File: src/hdl/urs_consts.svh
// constants for the receive line-status and special-character block
// assumes one 250 MHz system clock and a byte-wide register port
//
// Notes on behaviour
// parity, overrun and timeout reach line summary only when enabled
// line flags belong to last popped character; reads never clear them
// top line-status bit follows the filtered clear-to-send pin level
// noise during a character marks that character
// long low line pushes a zero character marked as break
// bad stop bit marks the character with a framing error
// parity mismatch per character; in nine-bit mode carries the ninth bit
// character into full fifo sets overrun and is dropped
// stale-data flag after programmed wait; restarts on push or pop; zero disables
// each of six line flags feeds summary bit zero under its enable
// six special enables gate their flags into summary bit one
// address character in nine-bit mode sets the address flag
// detected break sets the special break flag
// resume and pause characters flag only while detection is enabled
// reading special flags returns them then clears all
// summary bit zero sets on enabled line flag, clears on summary read
// summary bit one sets on enabled special event, clears on summary read
// noise when oversamples inside one bit period disagree
`ifndef URS_CONSTS_SVH
`define URS_CONSTS_SVH
`define URS_A_PORT 4'h0
`define URS_A_SUM 4'h2
`define URS_A_LINE_IEN 4'h3
`define URS_A_LINE 4'h4
`define URS_A_SCIE 4'h5
`define URS_A_SCF 4'h6
`define URS_A_STIE 4'h7
`define URS_A_MODE 4'ha
`define URS_A_TMO 4'hb
`define URS_A_XON1 4'hc
`define URS_B_MDROP 6
`define URS_B_SPCHR 4
`define URS_RST_BYTE 8'h00
`define URS_RST_CTS 1'b1
`define URS_CLK_NS 4
`define URS_TMO_UNIT_NS 64
`define URS_TMO_UNIT_CYC ((`URS_TMO_UNIT_NS + `URS_CLK_NS - 1) / `URS_CLK_NS)
`define URS_FIFO_AW 4
`endif

File: src/hdl/urs_pkg.sv
// types shared by the receive status block
// assumes nothing outside itself
package urs_pkg;
  typedef logic [7:0] urs_byte_t;
  typedef struct packed {
    logic noise;
    logic brk;
    logic frame;
    logic par;
    urs_byte_t data;
  } urs_entry_s;
endpackage : urs_pkg

File: src/hdl/urs_rx_status.sv
// receive fifo with per-character line status and special-character flags
// assumes a bit/character receiver on the same clock and a host register port
`timescale 1ns/1ps
`default_nettype none
`include "urs_consts.svh"
module urs_rx_status
  import urs_pkg::*;
(
  // clock and reset
  input wire logic CLK_SYS,
  input wire logic SYS_RST,
  // host register port
  input wire logic [3:0] REG_ADDR,
  input wire logic REG_WR,
  input wire logic REG_RD,
  input wire logic [7:0] REG_WDATA,
  output logic [7:0] REG_RDATA,
  // pin
  input wire logic CTS_N,
  // receiver
  input wire logic RX_BIT_STROBE,
  input wire logic [2:0] RX_BIT_SAMPLES,
  input wire logic RX_CHAR_VALID,
  input wire logic [7:0] RX_CHAR_DATA,
  input wire logic RX_NINTH_BIT,
  input wire logic RX_PARITY_BAD,
  input wire logic RX_STOP_BAD,
  input wire logic RX_BREAK,
  // summary
  output logic LINE_ERR_SUMMARY,
  output logic SPECIAL_SUMMARY
);
  localparam int DEPTH = 1 << `URS_FIFO_AW;
  localparam logic [3:0] UNIT_MAX = 4'(`URS_TMO_UNIT_CYC - 1);

  // ----------------------------------------------------------
  // register state
  // ----------------------------------------------------------
  logic [5:0] lsrie, next_lsrie, scie, next_scie;
  logic [5:0] stie, next_stie, scf, next_scf, scf_set;
  logic mdrop, next_mdrop, spchr, next_spchr;
  urs_byte_t tmo_set, next_tmo_set;
  urs_byte_t xch [4];
  urs_byte_t next_xch [4];
  logic [7:0] next_rdata;
  logic [1:0] summ, next_summ;
  logic rd_port, rd_sum, rd_scf;

  // ----------------------------------------------------------
  // pin synchroniser
  // ----------------------------------------------------------
  logic cts_s1, cts_s2, cts_s3, cts_lvl, next_cts_lvl;
  // a change counts only once stages two and three agree
  always_comb begin
    next_cts_lvl = (cts_s2 == cts_s3) ? cts_s3 : cts_lvl;
  end
  always_ff @(posedge CLK_SYS) begin
    if (SYS_RST) begin
      cts_s1 <= `URS_RST_CTS;
      cts_s2 <= `URS_RST_CTS;
      cts_s3 <= `URS_RST_CTS;
      cts_lvl <= `URS_RST_CTS;
    end else begin
      cts_s1 <= CTS_N;
      cts_s2 <= cts_s1;
      cts_s3 <= cts_s2;
      cts_lvl <= next_cts_lvl;
    end
  end

  // ----------------------------------------------------------
  // receive fifo and per-character status
  // ----------------------------------------------------------
  urs_entry_s mem [DEPTH];
  urs_entry_s entry, head;
  logic [`URS_FIFO_AW-1:0] wp, rp, next_wp, next_rp;
  logic [`URS_FIFO_AW:0] count, next_count;
  logic noise_acc, next_noise_acc, mixed, full, push, pop;
  logic [3:0] lflags, next_lflags;
  logic ovr, next_ovr;

  assign head = mem[rp];
  // noise is any disagreement of oversamples inside a bit period
  always_comb begin
    mixed = RX_BIT_STROBE & ~(&RX_BIT_SAMPLES | ~|RX_BIT_SAMPLES);
    full = (count == (`URS_FIFO_AW+1)'(DEPTH));
    push = RX_CHAR_VALID & ~full;
    pop = rd_port & (count != '0);
    entry.noise = noise_acc | mixed;
    entry.brk = RX_BREAK;
    entry.frame = RX_STOP_BAD;
    // nine-bit mode skips parity and reports the address bit
    entry.par = mdrop ? RX_NINTH_BIT : RX_PARITY_BAD;
    entry.data = RX_BREAK ? `URS_RST_BYTE : RX_CHAR_DATA;
    next_noise_acc = RX_CHAR_VALID ? 1'b0 : (noise_acc | mixed);
    next_wp = push ? wp + 1'b1 : wp;
    next_rp = pop ? rp + 1'b1 : rp;
    next_count = count + (`URS_FIFO_AW+1)'(push) - (`URS_FIFO_AW+1)'(pop);
    // popped character's flags replace the old ones
    next_lflags = pop ? {head.noise, head.brk, head.frame, head.par} : lflags;
    // overrun survives pops of erroneous characters; set wins over clear
    next_ovr = (RX_CHAR_VALID & full)
             | (ovr & ~(pop & ~(head.noise | head.brk | head.frame | head.par)));
  end
  always_ff @(posedge CLK_SYS) begin
    if (push) begin
      mem[wp] <= entry;
    end
  end
  always_ff @(posedge CLK_SYS) begin
    if (SYS_RST) begin
      wp <= '0;
      rp <= '0;
      count <= '0;
      noise_acc <= 1'b0;
      lflags <= '0;
      ovr <= 1'b0;
    end else begin
      wp <= next_wp;
      rp <= next_rp;
      count <= next_count;
      noise_acc <= next_noise_acc;
      lflags <= next_lflags;
      ovr <= next_ovr;
    end
  end

  // ----------------------------------------------------------
  // stale-data timeout
  // ----------------------------------------------------------
  logic [3:0] unit, next_unit;
  urs_byte_t tmo_cnt, next_tmo_cnt;
  logic tmo, next_tmo;
  // any push or pop restarts the wait; zero setting disables it
  always_comb begin
    next_unit = (push | pop | unit == UNIT_MAX) ? 4'h0 : unit + 4'h1;
    next_tmo_cnt = tmo_cnt;
    if (push | pop) begin
      next_tmo_cnt = 8'h00;
    end else if (unit == UNIT_MAX && tmo_cnt != 8'hff) begin
      next_tmo_cnt = tmo_cnt + 8'h01;
    end
    next_tmo = ~(push | pop) & (tmo_set != 8'h00) & (count != '0)
             & (tmo | (tmo_cnt >= tmo_set));
  end
  always_ff @(posedge CLK_SYS) begin
    if (SYS_RST) begin
      unit <= 4'h0;
      tmo_cnt <= 8'h00;
      tmo <= 1'b0;
    end else begin
      unit <= next_unit;
      tmo_cnt <= next_tmo_cnt;
      tmo <= next_tmo;
    end
  end

  // ----------------------------------------------------------
  // special characters and summary
  // ----------------------------------------------------------
  logic [5:0] lsr_err, lmask, lmask_q, smask, smask_q;
  logic any_x;
  always_comb begin
    any_x = RX_CHAR_VALID & ~RX_BREAK & spchr;
    scf_set[5] = RX_CHAR_VALID & mdrop & RX_NINTH_BIT;
    scf_set[4] = RX_CHAR_VALID & RX_BREAK;
    for (int i = 0; i < 4; i++) begin
      scf_set[i] = any_x & (RX_CHAR_DATA == xch[i]);
    end
    // a read clears everything, but events of the same cycle survive
    next_scf = (rd_scf ? 6'h00 : scf) | scf_set;
    lsr_err = {lflags, ovr, tmo};
    lmask = lsr_err & lsrie;
    smask = scf & scie;
    // edge detection keeps a persisting flag from re-raising after a read
    next_summ[0] = (rd_sum ? 1'b0 : summ[0]) | (|(lmask & ~lmask_q));
    next_summ[1] = (rd_sum ? 1'b0 : summ[1]) | (|(smask & ~smask_q));
  end
  always_ff @(posedge CLK_SYS) begin
    if (SYS_RST) begin
      scf <= '0;
      summ <= '0;
      lmask_q <= '0;
      smask_q <= '0;
    end else begin
      scf <= next_scf;
      summ <= next_summ;
      lmask_q <= lmask;
      smask_q <= smask;
    end
  end
  assign LINE_ERR_SUMMARY = summ[0];
  assign SPECIAL_SUMMARY = summ[1];

  // ----------------------------------------------------------
  // register port
  // ----------------------------------------------------------
  always_comb begin
    rd_port = REG_RD & (REG_ADDR == `URS_A_PORT);
    rd_sum = REG_RD & (REG_ADDR == `URS_A_SUM);
    rd_scf = REG_RD & (REG_ADDR == `URS_A_SCF);
    next_lsrie = lsrie;
    next_scie = scie;
    next_stie = stie;
    next_mdrop = mdrop;
    next_spchr = spchr;
    next_tmo_set = tmo_set;
    next_xch = xch;
    if (REG_WR) begin
      if (REG_ADDR == `URS_A_LINE_IEN) begin
        next_lsrie = REG_WDATA[5:0];
      end else if (REG_ADDR == `URS_A_SCIE) begin
        next_scie = REG_WDATA[5:0];
      end else if (REG_ADDR == `URS_A_STIE) begin
        next_stie = REG_WDATA[5:0];
      end else if (REG_ADDR == `URS_A_MODE) begin
        next_mdrop = REG_WDATA[`URS_B_MDROP];
        next_spchr = REG_WDATA[`URS_B_SPCHR];
      end else if (REG_ADDR == `URS_A_TMO) begin
        next_tmo_set = REG_WDATA;
      end else if (REG_ADDR >= `URS_A_XON1) begin
        next_xch[REG_ADDR[1:0]] = REG_WDATA;
      end
    end
    next_rdata = REG_RDATA;
    if (REG_RD) begin
      next_rdata = 8'h00;
      if (REG_ADDR == `URS_A_PORT) begin
        next_rdata = head.data;
      end else if (REG_ADDR == `URS_A_SUM) begin
        next_rdata = {6'h00, summ};
      end else if (REG_ADDR == `URS_A_LINE_IEN) begin
        next_rdata = {2'b00, lsrie};
      end else if (REG_ADDR == `URS_A_LINE) begin
        next_rdata = {cts_lvl, 1'b0, lsr_err};
      end else if (REG_ADDR == `URS_A_SCIE) begin
        next_rdata = {2'b00, scie};
      end else if (REG_ADDR == `URS_A_SCF) begin
        next_rdata = {2'b00, scf};
      end else if (REG_ADDR == `URS_A_STIE) begin
        next_rdata = {2'b00, stie[5], 1'b0, stie[3:0]};
      end else if (REG_ADDR == `URS_A_MODE) begin
        next_rdata = {1'b0, mdrop, 1'b0, spchr, 4'h0};
      end else if (REG_ADDR == `URS_A_TMO) begin
        next_rdata = tmo_set;
      end else if (REG_ADDR >= `URS_A_XON1) begin
        next_rdata = xch[REG_ADDR[1:0]];
      end
    end
  end
  always_ff @(posedge CLK_SYS) begin
    if (SYS_RST) begin
      lsrie <= '0;
      scie <= '0;
      stie <= '0;
      mdrop <= 1'b0;
      spchr <= 1'b0;
      tmo_set <= `URS_RST_BYTE;
      xch <= '{default: `URS_RST_BYTE};
      REG_RDATA <= `URS_RST_BYTE;
    end else begin
      lsrie <= next_lsrie;
      scie <= next_scie;
      stie <= next_stie;
      mdrop <= next_mdrop;
      spchr <= next_spchr;
      tmo_set <= next_tmo_set;
      xch <= next_xch;
      REG_RDATA <= next_rdata;
    end
  end
endmodule : urs_rx_status
`default_nettype wire

File: config.mk
export PLATFORM = sky130hd
export DESIGN_NAME = urs_rx_status
export DESIGN_NICKNAME = d
export VERILOG_FILES = /design/src/hdl/urs_pkg.sv /design/src/hdl/urs_rx_status.sv
export VERILOG_INCLUDE_DIRS = /design/src /design/src/hdl
export SDC_FILE = /design/constraint.sdc
export NUM_CORES = 1
export LEC_CHECK = 0
export BUFFER_PORTS_ARGS = -buffer_cell sky130_fd_sc_hd__buf_2
export CORE_MARGIN = 1.5
export CORE_UTILIZATION = 39
export CTS_BUF_LIST = sky130_fd_sc_hd__clkbuf_8 sky130_fd_sc_hd__clkbuf_16
export DETAILED_ROUTE_END_ITERATION = 12
export HOLD_SLACK_MARGIN = 0.05
export SYNTH_ARGS = -nofsm -noshare
export SYNTH_HDL_FRONTEND = slang
export SYNTH_SLANG_ARGS = --single-unit
File: constraint.sdc
create_clock -name CLK_SYS -period 4 [get_ports CLK_SYS]
set_clock_uncertainty 0.1 [all_clocks]
set_input_delay 0.2 -clock CLK_SYS [delete_from_list [all_inputs] [get_ports CLK_SYS]]
set_output_delay 0.2 -clock CLK_SYS [all_outputs]
set_load 0.01 [all_outputs]
==> load_flow_metrics.sql <==
INSERT INTO impl_metrics (metric_group, metric, value, unit) VALUES
('clocking', 'postCtsSetupBuffers', '0', ''),
('synthesis', 'post_synthesis_cell_count', '1038', ''),
('pwr', 'power.net_switching', '1.654', 'mW'),
('final_layout', 'layout_nets', '1150', ''),
('routing', 'drc', '0', ''),
('synthesis', 'synth_compound_area_share', '5.603', '%'),
('worst_hold_path', 'worstHoldStart', 'RX_BREAK', ''),
('pwr', 'vdd_drop_max', '237.4', 'uV'),
('placed_design', 'detailedPlacementHpwl', '22390', 'um'),
('timing', 'timing.final.setup_violations', '0', ''),
('clocking', 'cts_buffers', '34', ''),
('clocking', 'cts-htree-levels', '2', ''),
('critical_path', 'arr_time_crit_path', '3570', 'ps'),
('final_layout', 'multi_input_comb_area', '0.005000', 'mm2'),
('synthesis', 'post_synth.cell_area_avg', '13.19', 'um2'),
('synthesis', 'synthDistinctLibCells', '61', ''),
('pwr', 'cell_internal_pwr', '5.572', 'mW'),
('grt', 'globalRouteMet2Util', '32.14', '%'),
('synthesis', 'main_combinational_cell_family_by_area_after_synthesis', 'multiplexers', ''),
('clocking', 'cts_hold_buf', '12', ''),
('synthesis', 'synth_seq_cells', '319', ''),
('synthesis', 'synth.top_cells.by_area', 'edfxtp_1 (42%), dfxtp_1 (19%), mux4_2 (8.6%)', ''),
('placed_design', 'buffer_ports.inserted', '43', ''),
('die', 'die_ht', '190.4', 'um'),
('critical_path', 'cp_slowest_stage_delay', '640', 'ps'),
('synthesis', 'muxShareOfSynthArea', '14.47', '%'),
('grt', 'globalRouteMet3Util', '2.521', '%'),
('synthesis', 'synthAdderAreaFrac', '2.157', '%'),
('critical_path', 'reg2reg_to', 'count[4]', ''),
('critical_path', 'cp_slowest_cell', 'a21boi_1', ''),
('synthesis', 'basic_gate_share_of_the_synthesized_area_counting_and_or_nand_and_nor_cells', '11.08', '%'),
('final_layout', 'fillers', '3169', ''),
('final_layout', 'final_core_util', '45.14', '%'),
('grt', 'global_route.peak_usage_layer', 'met2', ''),
('grt', 'wire_length_of_the_first_global_routing_pass', '52100', 'um'),
('pwr', 'report.power.total', '7.226', 'mW'),
('timing', 'max_freq', '307.5', 'MHz'),
('grt', 'global_route.usage.met1', '25.31', '%'),
('placed_design', 'gp_congestion', '0.8463', ''),
('timing', 'timing.final.crit_share', '81.30', '%'),
('clocking', 'cts.reportedPaths.clkPinSlew', '60', 'ps'),
('final_layout', 'diodes_inserted', '0', ''),
('run_status', 'result_of_the_run', 'finished, final reports clean', ''),
('die', 'std_cell_rows', '68', ''),
('grt', 'first_global_vias', '8586', ''),
('timing', 'final.setup.tns', '0', 'ps'),
('clocking', 'cts.path.max_buffers', '3', ''),
('worst_hold_path', 'worst_hold_path_type', 'in2reg', ''),
('clocking', 'clock-root-buffer', 'clkbuf_16', ''),
('die', 'core_area', '0.03454', 'mm2'),
('final_layout', 'seq_area', '0.008309', 'mm2'),
('worst_hold_path', 'worstHoldEndpoint', 'mem[2][10]', ''),
('critical_path', 'worst-path-max-fanout', '9', ''),
('clocking', 'clk_latency', '520', 'ps'),
('final_layout', 'postLayoutCellArea', '0.01559', 'mm2'),
('final_layout', 'drive_gt1_share', '16.95', '%'),
('critical_path', 'critical_path.endpoint_type', 'flip-flop', ''),
('grt', 'grt_antenna_before_repair', '0', ''),
('timing', 'relSlewSlack', '23.78', '%'),
('die', 'fp.dieArea', '0.03623', 'mm2'),
('pwr', 'power.share.clock', '41.1', '%'),
('die', 'floorplan.die.width', '190.4', 'um'),
('synthesis', 'synth-seq-area-share', '60.69', '%'),
('grt', 'maximum_number_of_pins_on_one_net_before_global_route_repair', '62', ''),
('pwr', 'powerDensity', '463.4', 'mW/mm2'),
('routing', 'dr.pass1.iters', '5', ''),
('final_layout', 'area_delta_synth_final', '13.90', '%'),
('synthesis', 'post-synth-top-area-fraction', '42.12', '%'),
('timing', 'hold_violations', '0', ''),
('die', 'io-pin-count', '44', ''),
('die', 'initial_core_util', '39.63', '%');
## per-stage QoR
step / hold slack, ps / instances
2_1_floorplan: 176.1 / 1038
3_3_place_gp: 299.7 / 1500
3_5_place_dp: 301.8 / 1500
4_1_cts: 91.87 / 1570
5_1_grt: 93.85 / 1570
6_report: 103.0 / 1570
## power by group through the flow
| stage | Combinational (mW) | Clock (mW) | Sequential, mW |
|---|---|---|---|
| after floorplan | 0.424 | 0 | 3.69 |
| after global placement | 0.592 | 0 | 3.71 |
| after detailed placement | 0.603 | 0 | 3.72 |
| after CTS | 0.615 | 3.04 | 3.65 |
| after global routing | 0.678 | 3.16 | 3.65 |
| final | 0.609 | 2.97 | 3.64 |
## placed cells by master, fill, tap and decap left out, drive strengths merged, types with 5 or more instances in the layout
cell / n
a211oi: 11
a21oi: 36
a22o: 6
a22oi: 9
a311oi: 6
buf: 74
clkbuf: 37
clkinv: 5
dfxtp: 127
dlygate4sd3: 12
edfxtp: 192
ha: 22
inv: 37
mux2i: 67
mux4: 56
nand2: 52
nand2b: 23
nand3: 21
nand4: 5
nor2: 135
nor2b: 25
nor3: 11
nor4: 15
o21ai: 14
o22ai: 14
or3: 8
xnor2: 5
xor2: 43
## flip-flops by register name (all words and copies together), names as in the netlist, 6 cells and up, named ones only
register   count
mem          192
tmo_cnt        8
scf            6
scie           6
smask_q        6
lmask_q        6
lsrie          6
tmo_set        8
xch           32
REG_RDATA      8
## critical path, delay by kind of cell, from the launching register on
kind                       cells  cell delay (ps)
buffers and inverters          4              330
and+or+nand+nor                4              580
AOI/OAI and AO/OA              3              910
adders and majority gates      4              920
DFF                            1              340
## cell families (layout without fill, tap and decap cells)
logic type | count (synthesis) | after routing
AOI/OAI and AO/OA | 116 | 116
buffers and inverters | 90 | 167
and+or+nand+nor | 316 | 316
muxes | 126 | 126
xor gates and xnor gates | 48 | 48
DFF | 319 | 319
adders and majority gates | 23 | 23
## final cells by class
cell class,instances,share of cell area (%)
inverters,23,0.5537
repair buffers,86,3.739
flip-flops and latches,319,53.29
clock buffers,37,5.794
clock inverters,21,0.9068
multi-input cells,629,32.07
well taps,455,3.651
## per-layer routing
metal	vias up	wire (um)
met5	-	0
met4	0	946
met3	66	1397
met2	226	16460
met1	4231	14830
li1	3933	-
## cell usage after synthesis, drive strengths merged (4+ instances only)
cell type	count
a211oi	11
a21oi	36
a221oi	4
a22o	6
a22oi	9
a311oi	6
and3	4
buf	27
clkbuf	40
dfxtp	127
edfxtp	192
ha	22
inv	23
mux2i	67
mux4	56
nand2	52
nand2b	23
nand3	21
nand4	5
nor2	135
nor2b	25
nor3	11
nor4	15
o21ai	14
o22ai	14
or3	8
xnor2	5
xor2	43
## worst max-delay path by stage
stage / startpoint / endpoint / slack, ps
global placement: count[2] / count[4] / 860
finish: count[2] / count[4] / 750
global route: count[2] / count[4] / 470
detailed placement: count[2] / count[4] / 770
floorplan: count[3] / count[4] / 1200
CTS: count[2] / count[4] / 760
Note: power is estimated with default switching activity, not from simulation.
